## config.mk

```make
export PLATFORM = sky130hd
export DESIGN_NAME = got_trim
export DESIGN_NICKNAME = d
export VERILOG_FILES = /design/src/core/got_trim.v /design/src/core/got_fifo.v
export VERILOG_INCLUDE_DIRS = /design/src /design/src/include
export SDC_FILE = /design/constraint.sdc
export NUM_CORES = 1
export LEC_CHECK = 0
export ABC_CLOCK_PERIOD_IN_PS = 20700
export BUFFER_PORTS_ARGS = -buffer_cell sky130_fd_sc_hd__buf_2
export CORE_MARGIN = 8
export CORE_UTILIZATION = 35
export DETAILED_ROUTE_END_ITERATION = 8
export REMOVE_ABC_BUFFERS = 1
export SLEW_MARGIN = 0
export SYNTH_ARGS = -nofsm -noshare
export SYNTH_HDL_FRONTEND = slang
export SYNTH_SLANG_ARGS = --single-unit
```

## constraint.sdc

```tcl
create_clock -name aclk -period 20.7 [get_ports aclk]
set_clock_uncertainty 0.05 [all_clocks]
set_input_delay 1.035 -clock aclk [delete_from_list [all_inputs] [get_ports aclk]]
set_output_delay 1.035 -clock aclk [all_outputs]
set_load 0.03 [all_outputs]
```

## src/include/got_map.vh

```
// Purpose: Register map, field layout and datapath constants for the trim block
// Assumes: 32-bit AXI4-Lite bus, each register one aligned word at index times four
// Notes:   Register indices are kept as printed; byte address is four times the index
`ifndef GOT_MAP_VH
`define GOT_MAP_VH

// Register indices (byte address = index * 4)
`define GOT_IDX_CFG        10'h003
`define GOT_IDX_C1_ODD     10'h00d
`define GOT_IDX_C1_EVEN    10'h00e
`define GOT_IDX_C2_ODD     10'h00f

// Trim register fields
`define GOT_GAIN_MSB       15
`define GOT_GAIN_LSB       11
`define GOT_RSVD_BIT       10
`define GOT_OFS_MSB        9
`define GOT_OFS_LSB        0
`define GOT_TRIM_RESET     16'h0000

// Configuration register fields
`define GOT_CFG_GAIN_EN    12
`define GOT_CFG_OFS_EN     8
`define GOT_CFG_RESET      1'b0

// Response codes
`define GOT_RESP_OKAY      2'b00
`define GOT_RESP_SLVERR    2'b10

// Datapath
`define GOT_SMP_W          14
`define GOT_GAIN_FRAC      14
`define GOT_GAIN_UNITY     16'h4000
`define GOT_ROUND_HALF     32'sh0000_2000
`define GOT_SMP_MAX        32'sh0000_1fff
`define GOT_SMP_MIN        -32'sh0000_2000
`define GOT_FIFO_W         16
`define GOT_FIFO_DEPTH     4
`define GOT_FIFO_AW        2

// Stream codes on the sample port
`define GOT_STR_C1_ODD     2'd0
`define GOT_STR_C1_EVEN    2'd1
`define GOT_STR_C2_ODD     2'd2

`endif

```

## src/core/got_trim.v

```verilog
// Purpose: Per-stream digital gain and offset trim with AXI4-Lite registers
// Assumes: Samples are 14-bit twos complement on the aclk domain; 10 MHz clock
// Notes:   Offset is subtracted first, then gain; result rounds and saturates
// How it works
// - Trim word: gain code bits 15-11, reserved bit 10, offset bits 9-0, all R/W.
// - Gain codes act only while global gain enable, config bit 12, is one.
// - Gain code N multiplies the stream by N times 0.2 dB; zero is unity.
// - Offset is subtracted only while global offset enable, config bit 8, is one.
// - Offset is signed ten-bit, one step equals one 14-bit sample step.
// - Register at index Dh trims converter 1 odd stream.
// - Register at index Eh trims converter 1 even stream.
// - Register at index Fh trims converter 2 odd stream.
//
// Decided for this implementation: the AXI4-Lite interface to the registers.
`timescale 1ns/1ps
`include "got_map.vh"
module got_trim (
   input  wire        aclk,
   input  wire        aresetn,
   input  wire [11:0] s_axi_awaddr,
   input  wire        s_axi_awvalid,
   output wire        s_axi_awready,
   input  wire [31:0] s_axi_wdata,
   input  wire [3:0]  s_axi_wstrb,
   input  wire        s_axi_wvalid,
   output wire        s_axi_wready,
   output wire [1:0]  s_axi_bresp,
   output wire        s_axi_bvalid,
   input  wire        s_axi_bready,
   input  wire [11:0] s_axi_araddr,
   input  wire        s_axi_arvalid,
   output wire        s_axi_arready,
   output wire [31:0] s_axi_rdata,
   output wire [1:0]  s_axi_rresp,
   output wire        s_axi_rvalid,
   input  wire        s_axi_rready,
   input  wire [13:0] smp_data,
   input  wire [1:0]  smp_stream,
   input  wire        smp_valid,
   output wire        smp_ready,
   output wire [13:0] trim_data,
   output wire [1:0]  trim_stream,
   output wire        trim_valid,
   input  wire        trim_ready
);
   localparam [2:0] SEL_C1O  = 3'd0;
   localparam [2:0] SEL_C1E  = 3'd1;
   localparam [2:0] SEL_C2O  = 3'd2;
   localparam [2:0] SEL_CFG  = 3'd3;
   localparam [2:0] SEL_NONE = 3'd7;

   // Byte address to register select
   function [2:0] reg_sel;
      input [11:0] a;
      begin
         case (a[11:2])
            `GOT_IDX_C1_ODD:  reg_sel = SEL_C1O;
            `GOT_IDX_C1_EVEN: reg_sel = SEL_C1E;
            `GOT_IDX_C2_ODD:  reg_sel = SEL_C2O;
            `GOT_IDX_CFG:     reg_sel = SEL_CFG;
            default:          reg_sel = SEL_NONE;
         endcase
      end
   endfunction

   // Merge the two low byte lanes of a write into a 16-bit word
   function [15:0] merge16;
      input [15:0] old;
      input [31:0] data;
      input [3:0]  strb;
      begin
         merge16[7:0]  = strb[0] ? data[7:0]  : old[7:0];
         merge16[15:8] = strb[1] ? data[15:8] : old[15:8];
      end
   endfunction

   // Gain code to linear factor, 10^(N*0.01) with 14 fraction bits
   function [15:0] gain_lut;
      input [4:0] n;
      begin
         case (n)
            5'h00: gain_lut = 16'h4000;
            5'h01: gain_lut = 16'h417e;
            5'h02: gain_lut = 16'h4304;
            5'h03: gain_lut = 16'h4494;
            5'h04: gain_lut = 16'h462d;
            5'h05: gain_lut = 16'h47cf;
            5'h06: gain_lut = 16'h497b;
            5'h07: gain_lut = 16'h4b32;
            5'h08: gain_lut = 16'h4cf2;
            5'h09: gain_lut = 16'h4ebd;
            5'h0a: gain_lut = 16'h5092;
            5'h0b: gain_lut = 16'h5273;
            5'h0c: gain_lut = 16'h545e;
            5'h0d: gain_lut = 16'h5655;
            5'h0e: gain_lut = 16'h5858;
            5'h0f: gain_lut = 16'h5a67;
            5'h10: gain_lut = 16'h5c82;
            5'h11: gain_lut = 16'h5eaa;
            5'h12: gain_lut = 16'h60de;
            5'h13: gain_lut = 16'h6320;
            5'h14: gain_lut = 16'h656f;
            5'h15: gain_lut = 16'h67cc;
            5'h16: gain_lut = 16'h6a37;
            5'h17: gain_lut = 16'h6cb0;
            5'h18: gain_lut = 16'h6f38;
            5'h19: gain_lut = 16'h71cf;
            5'h1a: gain_lut = 16'h7476;
            5'h1b: gain_lut = 16'h772c;
            5'h1c: gain_lut = 16'h79f3;
            5'h1d: gain_lut = 16'h7cca;
            5'h1e: gain_lut = 16'h7fb2;
            default: gain_lut = 16'h82ac;
         endcase
      end
   endfunction

   // Clamp a wide signed value into the 14-bit sample range
   function [13:0] sat14;
      input signed [31:0] v;
      begin
         if (v > `GOT_SMP_MAX) begin
            sat14 = 14'h1fff;
         end else if (v < `GOT_SMP_MIN) begin
            sat14 = 14'h2000;
         end else begin
            sat14 = v[13:0];
         end
      end
   endfunction

   reg  [15:0] trim_q [0:2];
   reg         gain_en_q;
   reg         ofs_en_q;
   reg         aw_have_q;
   reg  [11:0] aw_addr_q;
   reg         w_have_q;
   reg  [31:0] w_data_q;
   reg  [3:0]  w_strb_q;
   reg         bvalid_q;
   reg  [1:0]  bresp_q;
   reg         rvalid_q;
   reg  [31:0] rdata_q;
   reg  [1:0]  rresp_q;
   reg         st_valid_q;
   reg  [13:0] st_data_q;
   reg  [1:0]  st_stream_q;
   reg  [4:0]  gain_sel;
   reg  [9:0]  ofs_sel;
   reg         trim_on;
   reg  [31:0] rd_word;
   wire [2:0]  wr_sel;
   wire [2:0]  rd_sel;
   wire        do_write;
   wire        fifo_in_ready;
   wire        global_gain_trim_enable;
   wire        global_offset_trim_enable;
   wire [4:0]  conv1_odd_gain_code;
   wire [9:0]  conv1_odd_offset_code;
   wire [4:0]  conv1_even_gain_code;
   wire [9:0]  conv1_even_offset_code;
   wire [4:0]  conv2_odd_gain_code;
   wire [9:0]  conv2_odd_offset_code;
   wire signed [14:0] ofs_ext;
   wire signed [14:0] diff_s;
   wire signed [16:0] coef_s;
   wire signed [31:0] prod_s;
   wire signed [31:0] scaled_s;
   integer i;

   // Field views of the trim words
   assign conv1_odd_gain_code    = trim_q[0][`GOT_GAIN_MSB:`GOT_GAIN_LSB];
   assign conv1_odd_offset_code  = trim_q[0][`GOT_OFS_MSB:`GOT_OFS_LSB];
   assign conv1_even_gain_code   = trim_q[1][`GOT_GAIN_MSB:`GOT_GAIN_LSB];
   assign conv1_even_offset_code = trim_q[1][`GOT_OFS_MSB:`GOT_OFS_LSB];
   assign conv2_odd_gain_code    = trim_q[2][`GOT_GAIN_MSB:`GOT_GAIN_LSB];
   assign conv2_odd_offset_code  = trim_q[2][`GOT_OFS_MSB:`GOT_OFS_LSB];
   assign global_gain_trim_enable   = gain_en_q;
   assign global_offset_trim_enable = ofs_en_q;

   // Write channel handshakes; address and data taken in either order
   assign s_axi_awready = !aw_have_q && !bvalid_q;
   assign s_axi_wready  = !w_have_q && !bvalid_q;
   assign s_axi_bvalid  = bvalid_q;
   assign s_axi_bresp   = bresp_q;
   assign do_write      = aw_have_q && w_have_q && !bvalid_q;
   assign wr_sel        = reg_sel(aw_addr_q);

   // Write path and register storage
   always @(posedge aclk) begin
      if (!aresetn) begin
         aw_have_q <= 1'b0;
         aw_addr_q <= 12'h000;
         w_have_q  <= 1'b0;
         w_data_q  <= 32'h0000_0000;
         w_strb_q  <= 4'h0;
         bvalid_q  <= 1'b0;
         bresp_q   <= `GOT_RESP_OKAY;
         gain_en_q <= `GOT_CFG_RESET;
         ofs_en_q  <= `GOT_CFG_RESET;
         for (i = 0; i < 3; i = i + 1) begin
            trim_q[i] <= `GOT_TRIM_RESET;
         end
      end else begin
         if (s_axi_awvalid && s_axi_awready) begin
            aw_have_q <= 1'b1;
            aw_addr_q <= s_axi_awaddr;
         end
         if (s_axi_wvalid && s_axi_wready) begin
            w_have_q <= 1'b1;
            w_data_q <= s_axi_wdata;
            w_strb_q <= s_axi_wstrb;
         end
         if (do_write) begin
            aw_have_q <= 1'b0;
            w_have_q  <= 1'b0;
            bvalid_q  <= 1'b1;
            bresp_q   <= `GOT_RESP_OKAY;
            case (wr_sel)
               SEL_C1O, SEL_C1E, SEL_C2O: begin
                  trim_q[wr_sel[1:0]] <= merge16(trim_q[wr_sel[1:0]], w_data_q, w_strb_q);
               end
               SEL_CFG: begin
                  if (w_strb_q[1]) begin
                     gain_en_q <= w_data_q[`GOT_CFG_GAIN_EN];
                     ofs_en_q  <= w_data_q[`GOT_CFG_OFS_EN];
                  end
               end
               default: begin
                  bresp_q <= `GOT_RESP_SLVERR;
               end
            endcase
         end else if (bvalid_q && s_axi_bready) begin
            bvalid_q <= 1'b0;
         end
      end
   end

   // Read channel
   assign s_axi_arready = !rvalid_q;
   assign s_axi_rvalid  = rvalid_q;
   assign s_axi_rdata   = rdata_q;
   assign s_axi_rresp   = rresp_q;
   assign rd_sel        = reg_sel(s_axi_araddr);

   // Readback word for the addressed register
   always @* begin
      rd_word = 32'h0000_0000;
      case (rd_sel)
         SEL_C1O, SEL_C1E, SEL_C2O: begin
            rd_word[15:0] = trim_q[rd_sel[1:0]];
         end
         SEL_CFG: begin
            rd_word[`GOT_CFG_GAIN_EN] = gain_en_q;
            rd_word[`GOT_CFG_OFS_EN]  = ofs_en_q;
         end
         default: begin
            rd_word = 32'h0000_0000;
         end
      endcase
   end

   // Read response register
   always @(posedge aclk) begin
      if (!aresetn) begin
         rvalid_q <= 1'b0;
         rdata_q  <= 32'h0000_0000;
         rresp_q  <= `GOT_RESP_OKAY;
      end else if (s_axi_arvalid && s_axi_arready) begin
         rvalid_q <= 1'b1;
         rdata_q  <= rd_word;
         rresp_q  <= (rd_sel == SEL_NONE) ? `GOT_RESP_SLVERR : `GOT_RESP_OKAY;
      end else if (rvalid_q && s_axi_rready) begin
         rvalid_q <= 1'b0;
      end
   end

   // Pick the trim codes of the incoming stream
   always @* begin
      trim_on  = 1'b1;
      gain_sel = 5'h00;
      ofs_sel  = 10'h000;
      case (smp_stream)
         `GOT_STR_C1_ODD: begin
            gain_sel = conv1_odd_gain_code;
            ofs_sel  = conv1_odd_offset_code;
         end
         `GOT_STR_C1_EVEN: begin
            gain_sel = conv1_even_gain_code;
            ofs_sel  = conv1_even_offset_code;
         end
         `GOT_STR_C2_ODD: begin
            gain_sel = conv2_odd_gain_code;
            ofs_sel  = conv2_odd_offset_code;
         end
         default: begin
            trim_on = 1'b0;
         end
      endcase
   end

   // Offset subtract, then gain with rounding; unity factor keeps the sample exact
   assign ofs_ext  = (trim_on && global_offset_trim_enable) ?
                     {{5{ofs_sel[9]}}, ofs_sel} : 15'h0000;
   assign diff_s   = $signed({smp_data[13], smp_data}) - ofs_ext;
   assign coef_s   = (trim_on && global_gain_trim_enable) ?
                     $signed({1'b0, gain_lut(gain_sel)}) :
                     $signed({1'b0, `GOT_GAIN_UNITY});
   assign prod_s   = diff_s * coef_s;
   assign scaled_s = (prod_s + `GOT_ROUND_HALF) >>> `GOT_GAIN_FRAC;

   // Result stage; stalls when the output FIFO is full
   assign smp_ready = !st_valid_q || fifo_in_ready;

   always @(posedge aclk) begin
      if (!aresetn) begin
         st_valid_q  <= 1'b0;
         st_data_q   <= 14'h0000;
         st_stream_q <= 2'h0;
      end else if (smp_ready) begin
         st_valid_q <= smp_valid;
         if (smp_valid) begin
            st_data_q   <= sat14(scaled_s);
            st_stream_q <= smp_stream;
         end
      end
   end

   // Output buffer
   got_fifo #(
      .W     (`GOT_FIFO_W),
      .DEPTH (`GOT_FIFO_DEPTH),
      .AW    (`GOT_FIFO_AW)
   ) u_fifo (
      .aclk      (aclk),
      .aresetn   (aresetn),
      .in_data   ({st_stream_q, st_data_q}),
      .in_valid  (st_valid_q),
      .in_ready  (fifo_in_ready),
      .out_data  ({trim_stream, trim_data}),
      .out_valid (trim_valid),
      .out_ready (trim_ready)
   );
endmodule // got_trim

```

## src/core/got_fifo.v

```verilog
// Purpose: Small synchronous FIFO with valid/ready on both sides
// Assumes: DEPTH is a power of two and equals 2**AW
// Notes:   Read data come straight from the storage flops at the read pointer
`timescale 1ns/1ps
module got_fifo #(
   parameter W     = 16,
   parameter DEPTH = 4,
   parameter AW    = 2
) (
   input  wire          aclk,
   input  wire          aresetn,
   input  wire [W-1:0]  in_data,
   input  wire          in_valid,
   output wire          in_ready,
   output wire [W-1:0]  out_data,
   output wire          out_valid,
   input  wire          out_ready
);
   localparam [AW:0] FULL = DEPTH[AW:0];

   reg  [W-1:0]  mem [0:DEPTH-1];
   reg  [AW-1:0] wr_ptr_q;
   reg  [AW-1:0] rd_ptr_q;
   reg  [AW:0]   cnt_q;
   wire          push;
   wire          pop;

   // Honest full and empty from the fill count
   assign in_ready  = (cnt_q != FULL);
   assign out_valid = (cnt_q != {(AW+1){1'b0}});
   assign out_data  = mem[rd_ptr_q];
   assign push      = in_valid && in_ready;
   assign pop       = out_valid && out_ready;

   // Storage, no reset needed on data
   always @(posedge aclk) begin
      if (push) begin
         mem[wr_ptr_q] <= in_data;
      end
   end

   // Pointers and count
   always @(posedge aclk) begin
      if (!aresetn) begin
         wr_ptr_q <= {AW{1'b0}};
         rd_ptr_q <= {AW{1'b0}};
         cnt_q    <= {(AW+1){1'b0}};
      end else begin
         if (push) begin
            wr_ptr_q <= wr_ptr_q + 1'b1;
         end
         if (pop) begin
            rd_ptr_q <= rd_ptr_q + 1'b1;
         end
         if (push && !pop) begin
            cnt_q <= cnt_q + 1'b1;
         end else if (pop && !push) begin
            cnt_q <= cnt_q - 1'b1;
         end
      end
   end
endmodule // got_fifo

```

Word-level counts from Yosys, hierarchy flattened
Memories as Yosys holds them, arrays and structs flattened. A register that Yosys moved wholly into a read port is not among the register bits.
Index checks and enable logic that the tools add are counted.
{"block": "op_classes", "n_bitwise": 1, "addsub": 6, "n_mul": 1, "muxes": 36, "n_reduce_logical": 40, "n_eq_ne": 20, "shift": 0, "div": 0, "magnitude_cmp": 2}
{"operator": "$eq 10x4->1 const B", "n": 6}
{"operator": "$add 32x15->32 const B", "n": 1}
{"operator": "$mul 15x17->32", "n": 1}
{"operator": "$mux 16", "n": 2}
{"operator": "$pmux 10 s3", "n": 1}
{"operator": "$mux 14", "n": 2}
{"operator": "$mux 8", "n": 3}
{"operator": "$pmux 3 s4", "n": 2}
{"operator": "$eq 10x2->1 const B", "n": 2}
{"operator": "$gt 18x14->1 const B", "n": 1}
{"operator": "$lt 18x14->1 const B", "n": 1}
{"operator": "$reduce_or 16->1", "n": 1}
{"operator": "$logic_and 1x1->1", "n": 15}
{"operator": "$mux 15", "n": 1}
{"operator": "$pmux 5 s3", "n": 1}
{"operator": "$sub 14x15->15", "n": 1}
{"operator": "$eq 3x2->1 const B", "n": 4}
{"operator": "$mux 1", "n": 12}
{"operator": "$mux 2", "n": 6}
{"operator": "$mux 3", "n": 4}
{"operator": "$reduce_or 3->1", "n": 3}
{"operator": "$logic_not 1->1", "n": 7}
{"operator": "$eq 3x1->1 const B", "n": 2}
{"operator": "$logic_not 3->1", "n": 2}
{"operator": "other kinds (18)", "n": 25}
{"block": "word_totals", "mem_bits_rw": 112, "latchBits": 0, "ff_bits": 80, "n_memories": 3, "romBits": 512}
{"memory": "(name not given)", "words": 32, "word_bits": 16, "read_ports": 1, "rd_clocked_by_memory_dff": 0, "wr": 0, "line": "got_trim.v:81", "source": "case (n)"}
{"memory": "u_fifo.mem", "words": 4, "word_bits": 16, "read_ports": 1, "rd_clocked_by_memory_dff": 1, "wr": 1, "line": "got_fifo.v:21", "source": "reg [W-1:0] mem [0:DEPTH-1];"}
{"memory": "trim_q", "words": 3, "word_bits": 16, "read_ports": 4, "rd_clocked_by_memory_dff": 0, "wr": 3, "line": "got_trim.v:132", "source": "reg [15:0] trim_q [0:2];"}

Depth between registers and ports, before layout
{"block": "logic_depth", "depth_word": 11, "depth_mapped": 44, "mapped_depth_nobuf": 39}

Modules after synthesis
A second synthesis with hierarchy kept.
{"block": "hier_totals", "cells_unflattened": 1878, "area_unflattened_um2": 18335.1}
{"module": "got_trim", "area_each_um2": 15493.6, "n_inst": 1, "cells_per_inst": 1746}
{"module": "got_fifo", "area_each_um2": 2841.5, "n_inst": 1, "cells_per_inst": 132}

Worst setup path before layout
No wires, ideal clock.
{"block": "synth_path", "path_kind": "in2reg", "start": "in smp_stream[0]", "end": "reg st_data_q[10]", "arrival_time_ns": 10.351, "t_required_ns": 20.569, "stages": 42, "setup_slack_ns": 10.218, "path_cell_list": "buf_4 -> buf_6 -> clkbuf_1 -> mux2i_1 -> o21ai_0 -> nand2_1 -> ha_1 -> nor2b_1 -> o21ai_0 -> a21boi_0 -> o21a_1 -> o21a_1 -> o21a_1 -> o21a_1 -> o21ai_0 -> nor2b_1 -> xnor2_1 -> clkbuf_1 -> (+6 left out) -> fa_1 -> inv_1 -> fa_1 -> inv_1 -> ha_1 -> clkbuf_1 -> a21o_1 -> a21o_1 -> a221oi_1 -> o221ai_1 -> o2bb2ai_1 -> a211oi_2 -> o221ai_1 -> xnor2_1 -> nand2b_1 -> o41ai_4 -> buf_4 -> o22ai_1"}
{"block": "synth_via", "elab_chain_len": 11, "word_cells_on_any_way": 19, "classes_between": "2 x add/sub; 1 x mul; 2 x order compare; 2 x eq/ne; 7 x mux; 4 x reduce/logical; 1 x memory"}
{"element": "from (decl)", "line": "got_trim.v:38", "source": "input wire [1:0] smp_stream,"}
{"element": "$eq 2x2->1 (tied with other cells)", "line": "got_trim.v:283", "source": "case (smp_stream)"}
{"element": "$reduce_or 3->1 (no source line)"}
{"element": "$mux 1", "line": "got_trim.v:283"}
{"element": "$logic_and 1x1->1", "line": "got_trim.v:303", "source": "assign ofs_ext = (trim_on && global_offset_trim_enable) ?"}
{"element": "$mux 15", "line": "got_trim.v:303"}
{"element": "$sub 14x15->15", "line": "got_trim.v:305", "source": "assign diff_s = $signed({smp_data[13], smp_data}) - ofs_ext;"}
{"element": "$mul 15x17->32 *", "line": "got_trim.v:309", "source": "assign prod_s = diff_s * coef_s;"}
{"element": "$add 32x15->32 (no source line) *"}
{"element": "$lt 18x14->1 (no source line)"}
{"element": "$mux 14", "line": "got_trim.v:124", "source": "end else if (v < `GOT_SMP_MIN) begin"}
{"element": "$mux 14 *", "line": "got_trim.v:122", "source": "if (v > `GOT_SMP_MAX) begin"}
{"element": "to (signal assigned)", "line": "got_trim.v:323", "source": "st_data_q <= sat14(scaled_s);"}
{"element": "to (decl)", "line": "got_trim.v:146", "source": "reg [13:0] st_data_q;"}
Every way passes the cells marked *; elsewhere a longest branch is shown, timed or not.
A chain may end at the register's enable or synchronous reset.

Worst setup path in the final report
{"block": "layout_path", "start": "in smp_stream[1]", "end": "reg st_data_q[5]"}
The elaborated chain is that of the path after synthesis.

==> metrics.md <==
| Metric | Value |
|---|---|
| Result of the run | `complete, no violations` |
| Total of warnings raised by yosys | `0` |
| Clock transition at the register clock pins on the worst setup and hold paths after CTS | `0.06 ns` |
| Die outline width | `~250 um` |
| Number of setup buffers added after CTS | `0` |
| Count of distinct cell types in the synthesized netlist | `88` |
| Combined global-route utilization of all metal layers | `0.160` |
| Kind of start point of the critical path | `input pin` |
| Global-route congestion overflow total | `0` |
| Number of max-cap violations | `0` |
| Timing-limited maximum frequency | `0.0894 GHz` |
| Primary flip-flop cell chosen by synthesis mapping | `sky130_fd_sc_hd__edfxtp_1` |
| Area of the multi-input gates | `roughly 0.012 sq mm` |
| Final-report hold violation count | `0` |
| Total number of placement rows | `84` |
| Clock latency at the later pin of the worst-skew pair | `0.56 ns` |
| Clock Root Buffer | `sky130_fd_sc_hd__clkbuf_16` |
| Final setup violating endpoints | `0` |
| WP data arrival | `11.58 ns` |
| Path category of the worst min-delay check | `reg2reg` |
| Per-cell via count in the routed design | `5.08` |
| Count of hold buffers inserted by post-cts repair | `0` |
| Most repeated library cell on the critical path | `sky130_fd_sc_hd__fa_1` |
| Number of buffer cells added on primary ports | `103` |
| 1st-iter DRT viols | `1,042` |
| Delay of the slowest critical-path stage | `0.91 ns` |
| Aggregate routed wire length | `roughly 48,000 um` |
| Final Power | `1.26 mW` |
| Yosys reg bits | `~200` |
| Synthesis-to-layout area growth | `11.3%` |
| I/O pin cnt | `144` |
| Max-slew violations | `0` |
| Vias in the first global route | `14,400` |
| Total DRC errors in the routed layout | `0` |
| Netlist area before placement | `approximately 0.018 sq mm` |
| Detailed-route via count | `13,700` |
| Synth top area share | `0.206` |
| Area used by sequential logic in the layout | `between 0.005 and 0.006 sq mm` |
| Number of enable-type register cells in the synthesized netlist | `126` |
| Setup repair after global routing missed its margin | `no` |
| Maximum level of the CTS H-tree | `1` |
| Worst relative slew slack | `0.137` |
| Die boundary height | `245 um` |
| Layout cell share with drive strength beyond 1 | `0.116` |
| Post-synthesis area per instance | `roughly 9.6 sq um` |
| Leading post-synthesis cells by cell area | `sky130_fd_sc_hd__edfxtp_1 (21%), sky130_fd_sc_hd__fa_1 (20%), sky130_fd_sc_hd__ha_1 (9.5%), sky130_fd_sc_hd__dfxtp_1 (8.5%), sky130_fd_sc_hd__nand2_1 (6.3%)` |
| Number of nets in the layout | `about 2,400` |
| Initial standard-cell utilization of the core | `0.352` |
| Most frequent cell after synthesis | `sky130_fd_sc_hd__nand2_1` |
| Sum of net half-perimeters after detailed placement | `around 37,000 um` |
| Synthesized netlist cell count | `between 1,500 and 2,000` |
| Average routed wire per standard cell | `around 18 um` |
| Wire length of the first global-routing pass | `77,500 um` |
| Crit path capture type | `register` |
| Final setup TNS | `0 ns` |
| Post-synthesis cell type with the largest combined area | `sky130_fd_sc_hd__edfxtp_1` |
| Placeable core region | `around 0.052 sq mm` |
| Power density relative to cell area | `61.5 mW/mm^2` |
| Pin count of the biggest net entering global routing | `50` |
| Critical-path cell with the highest stage delay | `sky130_fd_sc_hd__a211oi_1` |
| Critical path start-end classification | `in2reg` |
| Antenna violations before repair | `14` |
| Leakage dissipation | `about 9.1 nW` |
| CTS sink count | `204` |
| Detail Route Antenna Nets | `0` |
| RePlAce Congestion | `around 0.89` |
| Number of clock buffers inserted by TritonCTS | `23` |
| Highest fanout seen on the critical path | `25` |
| Leading post-synthesis cells by instance count | `sky130_fd_sc_hd__nand2_1 (308), sky130_fd_sc_hd__inv_1 (245), sky130_fd_sc_hd__fa_1 (183)` |
| Period Utilization, post-route | `0.540` |
| Required time reported for the critical path endpoint | `21.09 ns` |
| Shortest clock period the worst path allows after layout | `roughly 11 ns` |
| CTS tree | `done` |
| Fillers | `5,132` |
| Post-cts repair resize count | `0` |
| Total die area | `0.0601 sq mm` |
| Fraction of registers with async set or reset after synthesis | `0` |
| Maximum number of buffers from clock root to sink | `3` |
| Proportion of synthesized chip area in sequential cells | `0.291` |
| Max IR drop VDD | `0.0000554 V` |
| Slew at the pin closest to its max-slew limit | `1.29 ns` |
| DR pass1 iterations | `5` |
final cells by class:
class,instances,area share
flip-flops and latches,204,0.261
multi-input cells,1381,0.576
well taps,688,0.0421
clock inverters,9,0.00495
diodes,8,0.000979
inverters,249,0.0457
clock buffers,33,0.0324
repair buffers,135,0.0369
logic make-up after synthesis:
logic type / count (synthesis) / share of synthesized area
fa+ha+maj: 323 / 0.295
buf+inv: 352 / 0.0768
mux: 42 / 0.0344
flops: 204 / 0.291
simple gates: 637 / 0.166
xor+xnor: 44 / 0.0220
compound gates: 303 / 0.115
other cells: 1 / 0.000204
per-stage QoR:
step	hold WS [ns]	instance area, sq um	std cells	utilization	setup WS, ns
6_report	0.418	20500	2707	0.392	9.52
5_1_grt	0.448	20400	2702	0.391	8.93
4_1_cts	0.421	20400	2699	0.391	9.57
3_5_place_dp	0.413	19700	2657	0.377	9.03
3_3_place_gp	0.403	19700	2657	0.377	9.15
2_1_floorplan	0.393	18000	1834	-	10.96
cells in the final DEF (no fill, tap or decap), types with 21 or more instances in the layout:
cell and count:
sky130_fd_sc_hd__nand2b_1 29, sky130_fd_sc_hd__inv_1 245, sky130_fd_sc_hd__conb_1 32, sky130_fd_sc_hd__a21boi_0 37, sky130_fd_sc_hd__a21oi_1 58, sky130_fd_sc_hd__edfxtp_1 126
sky130_fd_sc_hd__buf_4 32, sky130_fd_sc_hd__clkbuf_16 23, sky130_fd_sc_hd__o21ai_0 60, sky130_fd_sc_hd__and2_1 80, sky130_fd_sc_hd__nor2b_1 32, sky130_fd_sc_hd__nor2_1 70
sky130_fd_sc_hd__buf_2 103, sky130_fd_sc_hd__nand2_1 308, sky130_fd_sc_hd__and3_1 29, sky130_fd_sc_hd__a31oi_1 32, sky130_fd_sc_hd__xnor2_1 24, sky130_fd_sc_hd__nor3_1 22
sky130_fd_sc_hd__fa_1 183, sky130_fd_sc_hd__mux2i_1 21, sky130_fd_sc_hd__dfxtp_1 78, sky130_fd_sc_hd__ha_1 140
power by group:
part / internal, mW / switching (mW)
Combinational: 0.131 / 0.215
Clock: 0.239 / 0.174
Sequential: 0.468 / 0.0315
sequential cells by signal, summed over array words and instances, names as in the netlist, 3 cells and up, named ones only:
signal and count:
aw_addr_q 10, s_axi_rdata 16, st_data_q 14, trim_q 62, u_fifo.cnt_q 3, u_fifo.mem 64
w_data_q 16
metal layers:
layer | vias to the layer above | GRT usage | part of all wire
li1 | 6504 | - | -
met1 | 6728 | 0.194 | 0.41
met2 | 413 | 0.280 | 0.49
met3 | 94 | 0.0367 | 0.068
met4 | 10 | 0.0456 | 0.028
met5 | - | 0 | 0.0013
worst paths after layout:
kind / from / end / slack [ns] / cells past startpoint
setup / recovery: smp_stream[1] / st_data_q[5] / 9.52 / 37
hold / removal: aw_addr_q[11] / aw_addr_q[11] / 0.42 / 2
setup reg to reg: global_offset_trim_enable / st_data_q[5] / 10.48 / 33
hold reg to reg: aw_addr_q[11] / aw_addr_q[11] / 0.42 / 2
worst max-delay path: cells and delay by family:
| kind | cells | cell delay (ns) |
|---|---|---|
| fa+ha+maj | 8 | 3.67 |
| buf+inv | 3 | 0.56 |
| compound gates | 19 | 4.62 |
| simple gates | 6 | 1.14 |
| xor+xnor | 1 | 0.49 |
Note: power is estimated with default switching activity, not from simulation.
